### src/pvt_regs.vh
// Purpose: constants of the panel video timing host controller
// Assumes: core_clk at 125 MHz, byte offsets on the register port
// Notes:   cycle counts derive from the sequence times
`ifndef PVT_REGS_VH
`define PVT_REGS_VH

`define PVT_ADDR_CTRL      8'h00
`define PVT_ADDR_HBLANK    8'h04
`define PVT_ADDR_VBLANK    8'h08
`define PVT_ADDR_COLOR     8'h0c
`define PVT_ADDR_STATUS    8'h10
`define PVT_ADDR_FRAMES    8'h14

`define PVT_CTRL_RUN       0
`define PVT_CTRL_BL        1
`define PVT_CTRL_HDIR      2
`define PVT_CTRL_VDIR      3
`define PVT_CTRL_RAMP      4
`define PVT_CTRL_W         5
`define PVT_CTRL_RST       5'h0c

`define PVT_HACT           11'h500
`define PVT_VACT           11'h3c0
`define PVT_HBLANK_MIN     11'h006
`define PVT_HBLANK_TYP     11'h008
`define PVT_HBLANK_MAX     11'h00a
`define PVT_VBLANK_MIN     11'h03c
`define PVT_VBLANK_TYP     11'h040
`define PVT_VBLANK_MAX     11'h070
`define PVT_COLOR_RST      24'h000000

`define PVT_CLK_NS         8
`define PVT_T1_MIN_US      500
`define PVT_T2_US          1000
`define PVT_T3_US          1000
`define PVT_T1_CYC  ((`PVT_T1_MIN_US * 1000 + `PVT_CLK_NS - 1) / `PVT_CLK_NS)
`define PVT_T2_CYC  ((`PVT_T2_US * 1000) / `PVT_CLK_NS)
`define PVT_T3_CYC  ((`PVT_T3_US * 1000) / `PVT_CLK_NS)

`endif

### src/pvt_sync.v
// Purpose: two-flop synchroniser for one level
// Assumes: input is asynchronous to core_clk
// Notes:   first flop feeds only the second
`default_nettype none
module pvt_sync (
  input  wire core_clk,
  input  wire sys_rst,
  input  wire asyncIn,
  output wire syncOut
);
  reg meta_ff;
  reg sync_ff;

  always @(posedge core_clk or posedge sys_rst) begin
    if (sys_rst) begin
      meta_ff <= 1'b0;
      sync_ff <= 1'b0;
    end else begin
      meta_ff <= asyncIn;
      sync_ff <= meta_ff;
    end
  end

  assign syncOut = sync_ff;
endmodule
`default_nettype wire

### src/pvt_host_ctrl.v
// Purpose: host side video source and power sequencer for the panel
// Assumes: pixel clock reference arrives on pixelClkRef from a PLL
// Notes:   timing advances on each sampled rising edge of the reference
//
// Strobed register access and the register addresses were decided locally.
`include "pvt_regs.vh"
`default_nettype none
module pvt_host_ctrl #(
  parameter [31:0] T1_CYCLES = `PVT_T1_CYC,
  parameter [31:0] T2_CYCLES = `PVT_T2_CYC,
  parameter [31:0] T3_CYCLES = `PVT_T3_CYC
) (
  input  wire        core_clk,
  input  wire        sys_rst,
  input  wire [7:0]  regAddr,
  input  wire [31:0] regWrData,
  input  wire        regWrEn,
  input  wire        regRdEn,
  output reg  [31:0] regRdData,
  input  wire        pixelClkRef,
  output reg         panelVccEn,
  output reg         backlightEn,
  output reg         panelResetN,
  output reg         panelStandbyN,
  output reg         horizScanDir,
  output reg         vertScanDir,
  output reg         pixelClk,
  output reg         pixelValid,
  output reg  [7:0]  pixRed,
  output reg  [7:0]  pixGreen,
  output reg  [7:0]  pixBlue,
  output reg         hsyncOut,
  output reg         vsyncOut
);
  localparam [5:0] S_OFF   = 6'h01;
  localparam [5:0] S_PWRUP = 6'h02;
  localparam [5:0] S_SIGON = 6'h04;
  localparam [5:0] S_RUN   = 6'h08;
  localparam [5:0] S_STOP1 = 6'h10;
  localparam [5:0] S_STOP2 = 6'h20;

  reg [`PVT_CTRL_W-1:0] ctrl_ff;
  reg [10:0]            hBlankReg_ff;
  reg [10:0]            vBlankReg_ff;
  reg [10:0]            hBlankAct_ff;
  reg [10:0]            vBlankAct_ff;
  reg [23:0]            color_ff;
  reg [15:0]            frameCnt_ff;
  reg [10:0]            hCnt_ff;
  reg [10:0]            vCnt_ff;
  reg [5:0]             state_ff;
  reg [5:0]             nxt_state;
  reg [31:0]            waitCnt_ff;
  reg [31:0]            nxt_waitCnt;
  reg                   pixPrev_ff;
  wire                  pixSync;
  wire                  pixEdge;
  wire                  sigOn;
  wire                  runReq;
  wire [10:0]           hTotal;
  wire [10:0]           vTotal;
  wire                  lineEnd;
  wire                  frameEnd;
  wire                  activeNow;
  wire [7:0]            rampLevel;

  function [10:0] clampRange;
    input [10:0] val;
    input [10:0] lo;
    input [10:0] hi;
    begin
      if (val < lo) begin
        clampRange = lo;
      end else if (val > hi) begin
        clampRange = hi;
      end else begin
        clampRange = val;
      end
    end
  endfunction

  pvt_sync u_pixSync (
    .core_clk (core_clk),
    .sys_rst  (sys_rst),
    .asyncIn  (pixelClkRef),
    .syncOut  (pixSync)
  );

  assign pixEdge   = pixSync & ~pixPrev_ff;
  assign runReq    = ctrl_ff[`PVT_CTRL_RUN];
  // signals run from release of reset until S_STOP1 ends, T2 after backlight has gone off
  assign sigOn     = (state_ff == S_SIGON) || (state_ff == S_RUN) ||
                     (state_ff == S_STOP1);
  assign hTotal    = `PVT_HACT + hBlankAct_ff;
  assign vTotal    = `PVT_VACT + vBlankAct_ff;
  assign lineEnd   = (hCnt_ff == hTotal - 11'h001);
  assign frameEnd  = lineEnd && (vCnt_ff == vTotal - 11'h001);
  assign activeNow = (hCnt_ff < `PVT_HACT) && (vCnt_ff < `PVT_VACT);
  assign rampLevel = hCnt_ff[7:0];

  // register port
  always @(posedge core_clk or posedge sys_rst) begin
    if (sys_rst) begin
      ctrl_ff      <= `PVT_CTRL_RST;
      hBlankReg_ff <= `PVT_HBLANK_TYP;
      vBlankReg_ff <= `PVT_VBLANK_TYP;
      color_ff     <= `PVT_COLOR_RST;
      regRdData    <= 32'h00000000;
    end else begin
      if (regWrEn) begin
        case (regAddr)
          `PVT_ADDR_CTRL: begin
            ctrl_ff <= regWrData[`PVT_CTRL_W-1:0];
          end
          `PVT_ADDR_HBLANK: begin
            hBlankReg_ff <= clampRange(regWrData[10:0],
                                       `PVT_HBLANK_MIN,
                                       `PVT_HBLANK_MAX);
          end
          `PVT_ADDR_VBLANK: begin
            vBlankReg_ff <= clampRange(regWrData[10:0],
                                       `PVT_VBLANK_MIN,
                                       `PVT_VBLANK_MAX);
          end
          `PVT_ADDR_COLOR: begin
            color_ff <= regWrData[23:0];
          end
          default: begin
          end
        endcase
      end
      if (regRdEn) begin
        case (regAddr)
          `PVT_ADDR_CTRL:   regRdData <= {27'h0000000, ctrl_ff};
          `PVT_ADDR_HBLANK: regRdData <= {21'h000000, hBlankReg_ff};
          `PVT_ADDR_VBLANK: regRdData <= {21'h000000, vBlankReg_ff};
          `PVT_ADDR_COLOR:  regRdData <= {8'h00, color_ff};
          `PVT_ADDR_STATUS: regRdData <= {25'h0000000, sigOn, state_ff};
          `PVT_ADDR_FRAMES: regRdData <= {16'h0000, frameCnt_ff};
          default:          regRdData <= 32'h00000000;
        endcase
      end else begin
        regRdData <= 32'h00000000;
      end
    end
  end

  // power and signal sequencer
  always @* begin
    nxt_state   = state_ff;
    nxt_waitCnt = waitCnt_ff;
    case (state_ff)
      S_OFF: begin
        if (runReq) begin
          nxt_state   = S_PWRUP;
          nxt_waitCnt = 32'h00000000;
        end
      end
      S_PWRUP: begin
        if (waitCnt_ff >= T1_CYCLES - 32'h00000001) begin
          nxt_state   = S_SIGON;
          nxt_waitCnt = 32'h00000000;
        end else begin
          nxt_waitCnt = waitCnt_ff + 32'h00000001;
        end
      end
      S_SIGON: begin
        if (!runReq) begin
          nxt_state   = S_STOP1;
          nxt_waitCnt = 32'h00000000;
        end else if (waitCnt_ff >= T2_CYCLES - 32'h00000001) begin
          nxt_state   = S_RUN;
          nxt_waitCnt = 32'h00000000;
        end else begin
          nxt_waitCnt = waitCnt_ff + 32'h00000001;
        end
      end
      S_RUN: begin
        if (!runReq) begin
          nxt_state   = S_STOP1;
          nxt_waitCnt = 32'h00000000;
        end
      end
      S_STOP1: begin
        if (waitCnt_ff >= T2_CYCLES - 32'h00000001) begin
          nxt_state   = S_STOP2;
          nxt_waitCnt = 32'h00000000;
        end else begin
          nxt_waitCnt = waitCnt_ff + 32'h00000001;
        end
      end
      S_STOP2: begin
        if (waitCnt_ff >= T3_CYCLES - 32'h00000001) begin
          nxt_state   = S_OFF;
          nxt_waitCnt = 32'h00000000;
        end else begin
          nxt_waitCnt = waitCnt_ff + 32'h00000001;
        end
      end
      default: begin
        nxt_state   = S_OFF;
        nxt_waitCnt = 32'h00000000;
      end
    endcase
  end

  always @(posedge core_clk or posedge sys_rst) begin
    if (sys_rst) begin
      state_ff      <= S_OFF;
      waitCnt_ff    <= 32'h00000000;
      panelVccEn    <= 1'b0;
      backlightEn   <= 1'b0;
      panelResetN   <= 1'b0;
      panelStandbyN <= 1'b0;
      horizScanDir  <= 1'b0;
      vertScanDir   <= 1'b0;
    end else begin
      state_ff    <= nxt_state;
      waitCnt_ff  <= nxt_waitCnt;
      panelVccEn  <= (nxt_state != S_OFF);
      // backlight only while video runs
      backlightEn <= (nxt_state == S_RUN) && ctrl_ff[`PVT_CTRL_BL];
      // control pins low while signals are off
      panelResetN   <= (nxt_state == S_SIGON) || (nxt_state == S_RUN) ||
                       (nxt_state == S_STOP1);
      panelStandbyN <= (nxt_state == S_SIGON) || (nxt_state == S_RUN) ||
                       (nxt_state == S_STOP1);
      if ((nxt_state == S_SIGON) || (nxt_state == S_RUN) ||
          (nxt_state == S_STOP1)) begin
        horizScanDir <= ctrl_ff[`PVT_CTRL_HDIR];
        vertScanDir  <= ctrl_ff[`PVT_CTRL_VDIR];
      end else begin
        horizScanDir <= 1'b0;
        vertScanDir  <= 1'b0;
      end
    end
  end

  // video timing, advanced once per rising pixel clock edge
  always @(posedge core_clk or posedge sys_rst) begin
    if (sys_rst) begin
      pixPrev_ff   <= 1'b0;
      hCnt_ff      <= 11'h000;
      vCnt_ff      <= 11'h000;
      hBlankAct_ff <= `PVT_HBLANK_TYP;
      vBlankAct_ff <= `PVT_VBLANK_TYP;
      frameCnt_ff  <= 16'h0000;
      pixelClk     <= 1'b0;
      pixelValid   <= 1'b0;
      pixRed       <= 8'h00;
      pixGreen     <= 8'h00;
      pixBlue      <= 8'h00;
      hsyncOut     <= 1'b0;
      vsyncOut     <= 1'b0;
    end else begin
      pixPrev_ff <= pixSync;
      hsyncOut   <= 1'b0;
      vsyncOut   <= 1'b0;
      pixelClk   <= sigOn & pixSync;
      if (!sigOn) begin
        hCnt_ff      <= 11'h000;
        vCnt_ff      <= 11'h000;
        hBlankAct_ff <= hBlankReg_ff;
        vBlankAct_ff <= vBlankReg_ff;
        pixelValid   <= 1'b0;
        pixRed       <= 8'h00;
        pixGreen     <= 8'h00;
        pixBlue      <= 8'h00;
      end else if (pixEdge) begin
        if (lineEnd) begin
          hCnt_ff <= 11'h000;
        end else begin
          hCnt_ff <= hCnt_ff + 11'h001;
        end
        if (frameEnd) begin
          // new blanking only at a frame boundary or while signals are off: whole lines only
          vCnt_ff      <= 11'h000;
          hBlankAct_ff <= hBlankReg_ff;
          vBlankAct_ff <= vBlankReg_ff;
          frameCnt_ff  <= frameCnt_ff + 16'h0001;
        end else if (lineEnd) begin
          vCnt_ff <= vCnt_ff + 11'h001;
        end
        pixelValid <= activeNow;
        if (!activeNow) begin
          pixRed   <= 8'h00;
          pixGreen <= 8'h00;
          pixBlue  <= 8'h00;
        end else if (ctrl_ff[`PVT_CTRL_RAMP]) begin
          pixRed   <= rampLevel;
          pixGreen <= rampLevel;
          pixBlue  <= rampLevel;
        end else begin
          pixRed   <= color_ff[23:16];
          pixGreen <= color_ff[15:8];
          pixBlue  <= color_ff[7:0];
        end
      end
    end
  end
endmodule
`default_nettype wire

### config.mk
export PLATFORM = sky130hd
export DESIGN_NAME = pvt_host_ctrl
export DESIGN_NICKNAME = d
export VERILOG_FILES = /design/src/pvt_sync.v /design/src/pvt_host_ctrl.v
export VERILOG_INCLUDE_DIRS = /design/src
export SDC_FILE = /design/constraint.sdc
export NUM_CORES = 1
export LEC_CHECK = 0
export CAP_MARGIN = 20
export CORE_MARGIN = 1.5
export CORE_UTILIZATION = 45
export DETAILED_ROUTE_END_ITERATION = 6
export DONT_BUFFER_PORTS = 1
export PLACE_DENSITY = 0.68
export SYNTH_ARGS = -nofsm -noshare
export SYNTH_HDL_FRONTEND = slang
export SYNTH_SLANG_ARGS = --single-unit
### constraint.sdc
create_clock -name core_clk -period 6.45 [get_ports core_clk]
set_clock_uncertainty 0.1 [all_clocks]
set_input_delay 1.29 -clock core_clk [delete_from_list [all_inputs] [get_ports core_clk]]
set_output_delay 1.29 -clock core_clk [all_outputs]
set_load 0.02 [all_outputs]
# After elaboration in Yosys (flattened, before gate mapping)
# Cells that the tools add are included.
[word_totals]
register_bits = 215
latchBits = 0
ram_bits = 0
romBits = 0
out_inout_bits = 66
wordCells = 132
n_memories = 0
[classes]
addsub = 8
mul = 0
div = 0
n_lt_le_gt_ge = 8
n_eq_ne = 22
shift = 0
n_mux = 49
n_bitwise = 3
reduce_logical = 17
[ops]
columns = ["operator", "n"]
rows = [
  ["$mux W32", 6],
  ["$mux W11", 17],
  ["$pmux W32 S5", 1],
  ["$pmux W24 S6", 1],
  ["$mux W8", 12],
  ["$mux W6", 7],
  ["$pmux W6 S6", 1],
  ["$add A32 B1 Y32 const B", 1],
  ["$ge A32 B16 Y1 const B", 1],
  ["$ge A32 B17 Y1 const B", 1],
  ["$add A11 B1 Y11 const B", 2],
  ["$eq A11 B11 Y1", 2],
  ["$sub A11 B1 Y11 const B", 2],
  ["$add A16 B1 Y16 const B", 1],
  ["$eq A8 B4 Y1 const B", 2],
  ["$eq A8 B5 Y1 const B", 2],
  ["$reduce_and A2 Y1", 7],
  ["$eq A6 B3 Y1 const B", 2],
  ["$eq A6 B4 Y1 const B", 2],
  ["$eq A6 B5 Y1 const B", 2],
  ["$add A10 B11 Y11 const A", 1],
  ["$add A11 B11 Y11 const A", 1],
  ["$gt A11 B4 Y1 const B", 1],
  ["$gt A11 B7 Y1 const B", 1],
  ["other kinds (20)", 31],
]

# Longest topological paths before layout
# Gate-level depths: netlist of the first run.
[logic_depth]
word_depth = 8
depth_mapped = 11

# By module
# Synthesis of the first run repeated with hierarchy kept, for this count alone.
[unflattened]
hier_cells = 939
area_unflattened_um2 = 9982.1
[by_module_without_submodules]
columns = ["module", "n_inst", "cells_per_inst", "area_each_um2"]
rows = [
  ["pvt_host_ctrl", 1, 936, 9928.3],
  ["pvt_sync", 1, 3, 53.8],
]

# Worst setup path before layout of the first run
# No wires, ideal clock.
[synth_path]
path_kind = "input -> register"
start = "input regAddr[5]"
end = "register vBlankReg_ff[4]"
arrival_time_ns = 3.214
required_time_ns = 6.229
slack_ns = 3.014
stages = 8
n_path_buf = 2
path_cell_list = "nor4_1 and3b_1 clkbuf_1 and2_1 clkbuf_1 nand2_1 or3_1 o22a_1"
[synth_via]
elab_chain_cells = 2
[synth_rtl]
columns = ["element", "line", "source"]
rows = [
  ["from (decl)", "pvt_host_ctrl.v:15", "input wire [7:0] regAddr,"],
  ["$eq A8 B4 Y1", "pvt_host_ctrl.v:111", "case (regAddr)"],
  ["$reduce_and A2 Y1 (no line)", "n/a", ""],
  ["to (signal assigned)", "pvt_host_ctrl.v:106", "vBlankReg_ff <= `PVT_VBLANK_TYP;"],
  ["to (signal assigned)", "pvt_host_ctrl.v:121", "vBlankReg_ff <= clampRange(regWrData[10:0],"],
  ["to (decl)", "pvt_host_ctrl.v:44", "reg [10:0] vBlankReg_ff;"],
]
# Every way passes these cells.
# A chain may end at the register's enable or synchronous reset.

# Worst setup path after layout of the first run
[layout_path]
start = "register hBlankAct_ff[0]"
end = "register vBlankAct_ff[7]"
[layout_via]
elab_chain_cells = 6
[layout_rtl]
columns = ["element", "line", "source"]
rows = [
  ["from (decl)", "pvt_host_ctrl.v:45", "reg [10:0] hBlankAct_ff;"],
  ["from (signal assigned)", "pvt_host_ctrl.v:245", "hBlankAct_ff <= `PVT_HBLANK_TYP;"],
  ["from (signal assigned)", "pvt_host_ctrl.v:263", "hBlankAct_ff <= hBlankReg_ff;"],
  ["from (signal assigned)", "pvt_host_ctrl.v:278", "hBlankAct_ff <= hBlankReg_ff;"],
  ["$add A11 B11 Y11 (no line)", "n/a", ""],
  ["$sub A11 B1 Y11", "pvt_host_ctrl.v:96", "assign lineEnd = (hCnt_ff == hTotal - 11'h001);"],
  ["$eq A11 B11 Y1", "pvt_host_ctrl.v:96", ""],
  ["$logic_and A1 B1 Y1", "pvt_host_ctrl.v:97", "assign frameEnd = lineEnd && (vCnt_ff == vTotal - 11'h001);"],
  ["$ne A2 B1 Y1 (no line)", "n/a", ""],
  ["$reduce_and A2 Y1 (no line)", "n/a", ""],
  ["to (signal assigned)", "pvt_host_ctrl.v:246", "vBlankAct_ff <= `PVT_VBLANK_TYP;"],
  ["to (signal assigned)", "pvt_host_ctrl.v:264", "vBlankAct_ff <= vBlankReg_ff;"],
  ["to (signal assigned)", "pvt_host_ctrl.v:279", "vBlankAct_ff <= vBlankReg_ff;"],
  ["to (decl)", "pvt_host_ctrl.v:46", "reg [10:0] vBlankAct_ff;"],
]
# Every way passes these cells.

==> results of run 1 <==
cells in the final DEF (no fill, tap or decap), drive strengths merged, types with 19 or more instances in the layout:
cell type | synthesis | routed
a21oi | 36 | 36
a31oi | 22 | 22
and2 | 29 | 29
clkbuf | 41 | 35
dfrtp | 200 | 200
inv | 23 | 22
mux2 | 58 | 58
mux2i | 25 | 25
nand2 | 82 | 82
nand3 | 27 | 27
nor2 | 64 | 64
nor3 | 19 | 19
o21ai | 53 | 53
xnor2 | 24 | 24
xor2 | 29 | 29
worst paths after layout:
path / startpoint / end / slack, ns
worst min register to register: u_pixSync.meta_ff / u_pixSync.syncOut / 0.27
worst max register to register: hBlankAct_ff[0] / vBlankAct_ff[7] / 2.66
worst min-delay path: u_pixSync.meta_ff / u_pixSync.syncOut / 0.27
min in group asynchronous: sys_rst / vertScanDir / 0.89
worst max-delay path: hBlankAct_ff[0] / vBlankAct_ff[7] / 2.66
max in group asynchronous: sys_rst / pixRed[7] / 4.59
layer usage:
metal,vias to the layer above,GRT usage
li1,3343,-
met1,3537,0.280
met2,226,0.313
met3,38,0.0452
met4,0,0.0546
met5,-,0
stage by stage:
| stage | cell area [µm²] | total power, mW |
|---|---|---|
| 5_1_grt | 10900 | 2.78 |
| 4_1_cts | 10900 | 2.72 |
| 3_5_place_dp | 10200 | 1.44 |
| 2_1_floorplan | 10100 | 1.43 |
| 6_report | 10900 | 2.70 |
| 3_3_place_gp | 10200 | 1.44 |
layout make-up:
type | instances | area (µm²)
flip-flops and latches | 207 | 5190
multi-input cells | 667 | 4500
clock buffers | 35 | 691
well taps | 280 | 350
clock inverters | 5 | 56.3
repair buffers | 5 | 70.1
inverters | 23 | 90.1
fillers | 1925 | 10900
synthesized netlist by cell type (13+ instances only):
cell / number
dfrtp_1: 200
nand2_1: 82
nor2_1: 64
mux2_2: 57
o21ai_0: 52
clkbuf_1: 40
a21oi_1: 36
xor2_1: 29
and2_1: 28
nand3_1: 27
mux2i_1: 25
xnor2_1: 24
inv_1: 23
a31oi_1: 21
and3_1: 18
buf_4: 14
nor3_1: 14
nor4_1: 14
nand4_1: 13
or3_1: 13
kinds of logic (layout without fill, tap and decap cells):
family,Yosys count,after routing,share of synthesized area
AND/OR/NAND/NOR,325,325,0.171
other,1,10,0.000374
multiplexers,83,83,0.0901
flip-flops,207,207,0.517
XOR/XNOR,53,53,0.0463
buffers and inverters,85,68,0.0387
adder cells (fa/ha/maj),6,6,0.00749
AO/OA/AOI/OAI,190,190,0.128
flip-flops by register name, indices dropped and copies added (netlist names), 16 cells and up:
signal and flops:
regRdData 24, frameCnt_ff 16, waitCnt_ff 32, color_ff 24
power groups by stage:
stage          logic, mW  clock network (mW)  registers, mW
2_1_floorplan     0.0778                   0           1.35
3_3_place_gp      0.0879                   0           1.36
3_5_place_dp      0.0892                   0           1.36
4_1_cts           0.0897                1.30           1.33
5_1_grt           0.0993                1.35           1.33
6_report          0.0879                1.28           1.33
worst max-delay path, cell delays in order (launching register included):
cell	delay [ns]
dfrtp_1	0.46
inv_1	0.09
ha_1	0.21
nor3b_1	0.53
a41o_1	0.28
nand4_1	0.15
nor3_4	0.40
nand2_1	0.20
o21ai_4	0.80
mux2_2	0.42
==> metrics.md, run 1 <==
| Metric | Value |
|---|---|
| Routed length on met2 | 10800 µm |
| Achievable Freq | 0.264 GHz |
| Netlist Area Pre-Place | 10000 µm² |
| Num CTS Buffers | 22 |
| Width of the die | 152 µm |
| First-pass GRT wire length | 37500 µm |
| Number of synthesized flops with an enable pin | 0 |
| DRC viols | 0 |
| DRT Pass-1 Iters | 7 |
| Psw | 583 µW |
| Yosys top cell area share | 0.499 |
| DRT iter0 DRCs | 582 |
| PwrDens | 247 nW/µm² |
| Antenna diodes | 0 |
| Area growth, synth to finish | 9.15% |
| Worst Setup Start Kind | flip-flop |
| Port bufs | 0 |
| Clock tree sinks | 207 |
| Hold Buf Count CTS | 0 |
| Root Buffer Master | clkbuf_16 |
| Top layer reached by signal wires | met4 |
| Mapped Cells | 950 |
| Row count | 54 |
| CTS tree | yes |
| Pin count of the biggest net entering global routing | 208 |
| RSZ-0062 raised after global routing | false |
| Post-synth cell types | 77 |
| Fin util | 0.502 |
| Actual slew at the worst max-slew pin | 1.08 ns |
| Via Count | 7144 |
| Synth Flop Type | dfrtp_1 |
| Fin. Hold Viols | 0 |
| Synth top area cells | dfrtp_1, mux2_2, nand2_1 |
| WL met1 | 10700 µm |
| Worst VDD drop | 0.246 mV |
| Chip Height | 152 µm |
| Syn_area_per_cell | 10.6 µm² |
| ANT nets after route | 0 |
| CP endpoint kind | flip-flop |
| Min Hold Slack | 0.267 ns |
| Sw frac | 0.216 |
| Initial antenna violation count | 0 |
| GRT overflow | 0 |
| WL met3 | 1530 µm |
| Area leader, netlist | dfrtp_1 |
| Hold depth | 0 |
| Post-synth ARST share | 1.00 |
| CTS clock-pin slew for the worst setup and hold paths | 0.06 ns |
| Cts repair resizes | 0 |
| # Max-Cap Violations | 0 |
| Leak | 4.84 nW |
| P_int | 2.12 mW |
| Final WL | 23600 µm |
| Final cycle utilization of the critical path | 0.587 |
| Max clock buf depth | 3 |
| Crit path kind | reg -> reg |
| Seq/Total Area, Yosys | 0.517 |
| Die ar. | 23200 µm² |
| Outcome | finished clean |
| I/O pin cnt | 111 |
| Crit path required time | 6.73 ns |
| DP Wirelength | 16300 µm |
| CP Max Fanout | 30 |
| Relative slew slack | 0.278 |
| Seq pwr share | 0.494 |
| Clock share of power | 0.474 |
| Final setup vio count | 0 |
| Routed length per instance | 19.3 µm |
| Non-filler cells, final | 1222 |
| Placed Cells | 1181 |
| H-tree depth | 1 |
| DP Worst Slack | 2.35 ns |
| Clock Latency Late Sink | 0.51 ns |
| Gate power share | 0.033 |
| Via density | 5.85 |
| Fin crit period | 3.79 ns |
| Setup WS post-layout | 2.66 ns |
| Final #Nets | 977 |
| Count of pins over their slew limit | 0 |
| Setup_tns | 0 ns |
| Worst EP arrival | 4.07 ns |
| Worst hold path class | reg -> reg |
| Core footprint | 21800 µm² |
| Layout cells sized above 1 | 0.130 |
| Initial Util | 0.460 |
| Synth Warn # | 0 |
| Post-CTS Setup Repair Bufs | 0 |
| Total track usage | 0.200 |
| Synthesized flop and latch total | 207 |
| Gpl congestion | 0.872 |
| Vias in the first global route | 6693 |
| Worst Reg-to-Reg Cells | 9 |
Note: power is estimated with default switching activity, not from simulation.
==> run 2, diff against run 1 <==
--- a/config.mk
+++ b/config.mk
@@ -6,12 +6,13 @@
 export SDC_FILE = /design/constraint.sdc
 export NUM_CORES = 1
 export LEC_CHECK = 0
+export ABC_AREA = 1
 export CAP_MARGIN = 20
 export CORE_MARGIN = 1.5
 export CORE_UTILIZATION = 45
 export DETAILED_ROUTE_END_ITERATION = 6
 export DONT_BUFFER_PORTS = 1
-export PLACE_DENSITY = 0.68
+export PLACE_DENSITY = 0.66
 export SYNTH_ARGS = -nofsm -noshare
 export SYNTH_HDL_FRONTEND = slang
 export SYNTH_SLANG_ARGS = --single-unit
==> constraint.sdc (replaced) <==
create_clock -name core_clk -period 3.9 [get_ports core_clk]
set_clock_uncertainty 0.1 [all_clocks]
set_input_delay 0.78 -clock core_clk [delete_from_list [all_inputs] [get_ports core_clk]]
set_output_delay 0.78 -clock core_clk [all_outputs]
set_load 0.02 [all_outputs]
==> run 2 against run 1 <==
Effect of this change: synthesized cell count grew 39%; sequential cell count did not move; sequential power is 73% higher; register-to-register slack worse by 1.8 ns; critical path depth grew 6; routed wire length grew 13%; critical path type unchanged; critical endpoint is now hCnt_ff[2].
==> metrics.md, run 2 <==
| Metric | Value |
|---|---|
| Outcome | finished clean |
| Worst hold path class | in -> reg |
| Via density | 5.29 (-9.5%) |
| Clock share of power | 0.449 (-0.025) |
| Vias in the first global route | 8161 (+22%) |
| # Max-Cap Violations | 0 (unchanged) |
| Most common cell after layout, fill and taps aside | nand2_1 |
| Hold Buf Count CTS | 0 (unchanged) |
| Post-synth cell types | 45 (-42%) |
| Commonest cells after routing, fill and taps aside | nand2_1, dfrtp_1, inv_1 |
| Final #Nets | 1369 (+40%) |
| CP Max Fanout | 13 (-57%) |
| Gate power share | 0.072 (+0.039) |
| Netlist Area Pre-Place | 10500 µm² (+5.0%) |
| Gpl congestion | 0.896 (+2.8%) |
| Synth Flop Type | dfrtp_1 |
| Sw frac | 0.246 (+0.0301) |
| Crit path kind | reg -> reg |
| Largest register FFs | 32 (unchanged) |
| Area growth, synth to finish | 9.56% |
| Commonest cells post-synth | nand2_1, dfrtp_1, inv_1 |
| Width of the die | 156 µm (+2.4%) |
| P_int | 3.62 mW (+71%) |
| Number of synthesized flops with an enable pin | 0 (unchanged) |
| Post-synth ARST share | 1.00 (unchanged) |
| Area leader, netlist | dfrtp_1 |
| Psw | 1.18 mW (+100%) |
| Leak | 5.61 nW (+16%) |
| Max clock buf depth | 3 (unchanged) |
| ANT nets after route | 0 (unchanged) |
| Die ar. | 24300 µm² (+4.9%) |
| Clock Latency Late Sink | 0.52 ns (about the same) |
| Top reg by flops | waitCnt_ff |
| Synth Warn # | 0 (unchanged) |
| Initial Util | 0.462 (+0.00282) |
| Fin crit period | 3.00 ns (-0.790 ns) |
| Most common cell in the netlist | nand2_1 |
| First-pass GRT wire length | 43200 µm (+15%) |
| Synthesized flop and latch total | 207 (unchanged) |
| Syn_area_per_cell | 7.98 µm² (-24%) |
| Actual slew at the worst max-slew pin | 0.960 ns (-0.122 ns) |
| CP endpoint kind | flip-flop |
| CP dominant cell by count | nand2_1 |
| Final cycle utilization of the critical path | 0.768 (+0.181) |
| Cell family with most CP delay | simple AND/OR/NAND/NOR gates |
| Routed length per instance | 16.2 µm (-16%) |
| Num CTS Buffers | 23 (+4.5%) |
| Port bufs | 0 (unchanged) |
| # fillers | 2184 (+13%) |
| Worst EP arrival | 3.29 ns (-0.78 ns) |
| R2R setup slack | 0.90 ns (-1.76 ns) |
| Synth top area cells | dfrtp_1, nand2_1, inv_1 |
| Crit path required time | 4.19 ns (-2.54 ns) |
| Placed instance area | 10800 µm² (+6.0%) |
| Layout cells sized above 1 | 0.0660 (-0.0635) |
| Setup_tns | 0 ns (unchanged) |
| Seq/Total Area, Yosys | 0.493 (-0.0247) |
| DRT iter0 DRCs | 788 (+35%) |
| Post-Layout Inst Area | 11500 µm² (+5.4%) |
| Pin count of the biggest net entering global routing | 61 (-71%) |
| Via Count | 8707 (+22%) |
| PwrDens | 416 nW/µm² (+69%) |
| Area of the multi-input gates | 4390 µm² (-2.4%) |
| GRT overflow | 0 (unchanged) |
| Clock tree sinks | 207 (unchanged) |
| Seq pwr share | 0.479 (-0.015) |
| Core footprint | 22800 µm² (+4.4%) |
| Final setup vio count | 0 (unchanged) |
| Achievable Freq | 0.334 GHz (+26%) |
| Worst Setup Start Kind | flip-flop |
| Crit-path cells | inv_1, ha_1, nand2_2, nor2_4, nand2_1, nand2_1, inv_1, nor2_1, nand3_1, nor2_1, nand2_1, nand2_2, nand2_1, inv_1, nor2_1 |
| Fin util | 0.507 (+0.00502) |
| Slowest-stage cell, CP | dfrtp_1 |
| Mapped Cells | 1320 (+39%) |
| Count of pins over their slew limit | 0 (unchanged) |
| Initial antenna violation count | 0 (unchanged) |
| RSZ-0062 raised after global routing | false |
| CTS tree | yes |
| Post-CTS Setup Repair Bufs | 0 (unchanged) |
| Chip Height | 156 µm (+2.4%) |
| Slowest stage delay, CP | 0.44 ns (-0.36 ns) |
| Antenna diodes | 0 (unchanged) |
| DP Wirelength | 19600 µm (+21%) |
| DRC viols | 0 (unchanged) |
| I/O pin cnt | 111 (unchanged) |
| Final WL | 26600 µm (+13%) |
| Relative slew slack | 0.358 (+0.0802) |
| FF/Latch Area | 5190 µm² (unchanged) |
| Worst VDD drop | 0.312 mV (+27%) |
| CTS clock-pin slew for the worst setup and hold paths | 0.06 ns (about the same) |
| Row count | 55 (+1.9%) |
| DRT Pass-1 Iters | 5 (-2) |
| Cts repair resizes | 0 (unchanged) |
| Worst Path Buf+Inv | 3 (+2) |
| H-tree depth | 1 (unchanged) |
| Fin. Hold Viols | 0 (unchanged) |
| Total track usage | 0.224 (+0.0238) |
| Largest regs | waitCnt_ff (32), color_ff (24), regRdData (24) |
| Yosys top cell area share | 0.475 (-0.0238) |
| Root Buffer Master | clkbuf_16 |
## run 2: changes by cell type after synthesis, moves of 25 or more
| cell | delta |
|---|---|
| and2_1 | -27 |
| o21ai_0 | +35 |
| mux2_2 | -52 |
| nand2_1 | +230 |
| nand3_1 | +70 |
| nor2_1 | +69 |
| mux2i_1 | -25 |
| inv_1 | +159 |
## run 2: cells by family after synthesis
| kind of cell | Yosys count | synth area share |
|---|---|---|
| compound gates | 177 | 0.0903 |
| xor+xnor | 43 | 0.0365 |
| fa+ha+maj | 6 | 0.00713 |
| buf+inv | 233 | 0.0934 |
| flops | 207 | 0.493 |
| mux | 5 | 0.00535 |
| other cells | 1 | 0.000356 |
| simple gates | 648 | 0.274 |
## run 2: final timing paths
kind / from / to / depth (start not counted)
hold / removal: pixelClkRef / u_pixSync.meta_ff / 0
setup / recovery: hBlankAct_ff[0] / hCnt_ff[2] / 15
setup reg to reg: hBlankAct_ff[0] / hCnt_ff[2] / 15
hold reg to reg: u_pixSync.meta_ff / u_pixSync.syncOut / 0
min in group asynchronous: sys_rst / regRdData[12] / 1
max in group asynchronous: sys_rst / vBlankAct_ff[6] / 2
## run 2: cell type report
| class | instances | share of cell area |
|---|---|---|
| sequential | 207 | 0.450 |
| multi-input combinational | 889 | 0.381 |
| tap | 313 | 0.0339 |
| inverter | 188 | 0.0615 |
| clock inverter | 5 | 0.00716 |
| clock buffer | 35 | 0.0573 |
| timing repair buffer | 9 | 0.00976 |
## run 2: through the flow
| stage | setup WS (ns) | std cells | hold WS [ns] | power, mW |
|---|---|---|---|---|
| 6_report | 0.903 | 1646 | 0.187 | 4.80 |
| 5_1_grt | 0.585 | 1646 | 0.171 | 4.99 |
| 4_1_cts | 0.939 | 1645 | 0.173 | 4.83 |
| 3_5_place_dp | 0.839 | 1605 | 0.246 | 2.67 |
| 3_3_place_gp | 0.875 | 1605 | 0.239 | 2.66 |
| 2_1_floorplan | 0.339 | 1329 | 0.231 | 2.58 |
## run 2: worst register-to-register path, cell delays in order (launching register included)
cell and delay, ns:
dfrtp_1 0.44, inv_1 0.18, ha_1 0.31, nand2_2 0.10, nor2_4 0.12, nand2_1 0.07, nand2_1 0.08, inv_1 0.05
nor2_1 0.15, nand3_1 0.10, nor2_1 0.09, nand2_1 0.16, nand2_2 0.26, nand2_1 0.26, inv_1 0.32, nor2_1 0.10
## run 2: power groups by stage
stage	combinational, mW	clock [mW]	sequential, mW
2_1_floorplan	0.271	0	2.31
3_3_place_gp	0.325	0	2.34
3_5_place_dp	0.330	0	2.34
4_1_cts	0.331	2.20	2.30
5_1_grt	0.399	2.29	2.30
6_report	0.347	2.16	2.30
## run 2: routing by layer
metal / global-route usage / up-vias / routed length [µm]
met3: 0.0450 / 45 / 1900
met5: 0 / - / 0
met4: 0.0680 / 0 / 685
met1: 0.317 / 4159 / 11900
met2: 0.346 / 272 / 12100
li1: - / 4231 / -
==> run 3, diff against run 2 <==
--- a/config.mk
+++ b/config.mk
@@ -6,7 +6,7 @@
 export SDC_FILE = /design/constraint.sdc
 export NUM_CORES = 1
 export LEC_CHECK = 0
-export ABC_AREA = 1
+export ABC_AREA = 0
 export CAP_MARGIN = 20
 export CORE_MARGIN = 1.5
 export CORE_UTILIZATION = 45
==> constraint.sdc (replaced) <==
create_clock -name core_clk -period 3.08 [get_ports core_clk]
set_clock_uncertainty 0.1 [all_clocks]
set_input_delay 0.616 -clock core_clk [delete_from_list [all_inputs] [get_ports core_clk]]
set_output_delay 0.616 -clock core_clk [all_outputs]
set_load 0.02 [all_outputs]
==> run 3 against run 2 <==
Effect of this change: the run now ends with DRC left; register-to-register slack got worse by 0.83 ns; global-route usage shrank 1.5 points; hold slack got worse by 0.16 ns; routed wire length is 7.9% lower; largest cell class unchanged; largest power group unchanged.
==> metrics.md, run 3 (same netlist as run 1, synthesis figures left out) <==
| Metric | Value |
|---|---|
| Outcome | finished with violations |
| Failing checks | DRC |
| Slowest stage delay, CP | 0.47 ns (+0.03 ns) |
| CP Max Fanout | 9 (-4) |
| Leak | 5.06 nW (-9.7%) |
| Crit path kind | reg -> reg |
| Worst Setup Start Kind | flip-flop |
| Commonest cells after routing, fill and taps aside | dfrtp_1, nand2_1, nor2_1 |
| CP endpoint kind | flip-flop |
| Gpl congestion | 0.862 (-3.8%) |
| Placed Cells | 1209 (-25%) |
| Worst VDD drop | 0.397 mV (+27%) |
| Top reg by flops | waitCnt_ff |
| Worst Path Buf+Inv | 3 (unchanged) |
| Pin count of the biggest net entering global routing | 115 (+89%) |
| Num CTS Buffers | 23 (unchanged) |
| Fin crit period | 3.00 ns (+0.00501 ns) |
| Total Power | 5.53 mW (+15%) |
| Worst hold path class | in -> async |
| Largest regs | waitCnt_ff (32), color_ff (24), regRdData (24) |
| Worst EP arrival | 3.29 ns (about the same) |
| Count of pins over their slew limit | 0 (unchanged) |
| Core footprint | 21800 µm² (-4.2%) |
| Cell family with most CP delay | compound AO/OA/AOI/OAI gates |
| I/O pin cnt | 111 (unchanged) |
| # Max-Cap Violations | 0 (unchanged) |
| Largest register FFs | 32 (unchanged) |
| Initial Util | 0.460 (-0.00282) |
| DRC viols | 1 (+1) |
| Layout cells sized above 1 | 0.174 (+0.108) |
| CTS clock-pin slew for the worst setup and hold paths | 0.06 ns (about the same) |
| DRT Pass-1 Iters | 7 (+2) |
| Root Buffer Master | clkbuf_16 |
| Final #Nets | 1022 (-25%) |
| Via density | 5.85 (+11%) |
| Row count | 54 (-1.8%) |
| Chip Height | 152 µm (-2.4%) |
| Relative slew slack | 0.358 (-0.000655) |
| Final WL | 24500 µm (-7.9%) |
| Clock tree sinks | 207 (unchanged) |
| Port bufs | 0 (unchanged) |
| Vias in the first global route | 7085 (-13%) |
| CTS tree | yes |
| PwrDens | 489 nW/µm² (+17%) |
| GRT overflow | 0 (unchanged) |
| ANT nets after route | 0 (unchanged) |
| DRT iter0 DRCs | 524 (-34%) |
| Die ar. | 23200 µm² (-4.7%) |
| Max clock buf depth | 3 (unchanged) |
| Final setup vio count | 0 (unchanged) |
| Fin. Hold Viols | 0 (unchanged) |
| Antenna diodes | 0 (unchanged) |
| Initial antenna violation count | 0 (unchanged) |
| Slowest-stage cell, CP | a2111oi_0 |
| Fin util | 0.519 (+0.0123) |
| Crit path required time | 3.37 ns (-0.82 ns) |
| DP Wirelength | 16800 µm (-14%) |
| H-tree depth | 1 (unchanged) |
| Most common cell after layout, fill and taps aside | dfrtp_1 |
| Final cycle utilization of the critical path | 0.975 (+0.206) |
| Min Hold Slack | 0.0305 ns (-0.157 ns) |
| Total track usage | 0.208 (-0.0154) |
| First-pass GRT wire length | 39200 µm (-9.1%) |
| Area growth, synth to finish | 12.9% |
| Achievable Freq | 0.333 GHz (-0.17%) |
| Width of the die | 152 µm (-2.4%) |
| Clock Latency Late Sink | 0.51 ns (about the same) |
| Actual slew at the worst max-slew pin | 0.963 ns (+0.00300 ns) |
| Crit-path cells | inv_1, ha_1, a311oi_1, a221oi_1, a2111oi_0, nand2_1, o21ai_4, clkbuf_16, buf_8, mux2_2 |
| Non-filler cells, final | 1268 (-23%) |
| Via Count | 7422 (-15%) |
| Routed length per instance | 19.3 µm (+20%) |
| RSZ-0062 raised after global routing | true |
==> run 3: changes by cell type in the layout (fill, tap and decap cells not counted), sizes merged, moves of 18 or more <==
cell	previous run	this run
inv	187	23
mux2	5	58
buf	9	48
o21ai	93	53
nand3	99	27
nand4	38	14
mux2i	0	25
and3	0	18
o22ai	22	1
nand2	322	82
nor2	145	64
and2	1	29
a31oi	2	22
==> run 3: area by class of cell <==
cell class	instances	area [µm²]
fill	1950	10500
clock inverter	5	32.5
clock buffer	37	668
sequential	207	5190
tap	280	350
inverter	23	90.1
multi-input combinational	667	4540
timing repair buffer	49	450
==> run 3: timing repair <==
item	in CTS	in global routing
gates resized for setup	0	17
hold buffers	0	0
setup endpoints to repair	0	36
buffers inserted	0	16
==> run 3: worst paths after layout <==
path	from	end	slack [ns]	cells after the start
min	sys_rst	state_ff[1]	0.03	2
min reg2reg	u_pixSync.meta_ff	u_pixSync.syncOut	0.25	0
max	vBlankAct_ff[0]	hBlankAct_ff[4]	0.08	10
max reg2reg	vBlankAct_ff[0]	hBlankAct_ff[4]	0.08	10
max in group asynchronous	sys_rst	regRdData[0]	2.31	2
min in group core_clk	pixelClkRef	u_pixSync.meta_ff	0.03	0
==> run 3: power breakdown <==
part / total [mW] / internal [mW] / leakage, nW / switching, mW
sequential: 2.79 / 2.75 / 2.84 / 0.0402
combinational: 0.190 / 0.0652 / 1.88 / 0.125
clock: 2.55 / 1.48 / 0.344 / 1.06
==> run 3: layer usage <==
layer,track usage,up-vias,share of wire
met4,0.0499,0,0.022
met1,0.299,3724,0.46
met2,0.331,202,0.47
li1,-,3456,-
met3,0.0330,40,0.048
met5,0,-,0
==> run 3: through the flow <==
step | setup TNS, ns | instance area [µm²] | setup slack, ns
2_1_floorplan | -63.31 | 10100 | -0.317
3_3_place_gp | 0 | 10400 | 0.136
3_5_place_dp | 0 | 10400 | 0.0785
4_1_cts | 0 | 11100 | 0.0645
5_1_grt | -0.272 | 11300 | -0.0472
6_report | 0 | 11300 | 0.0780
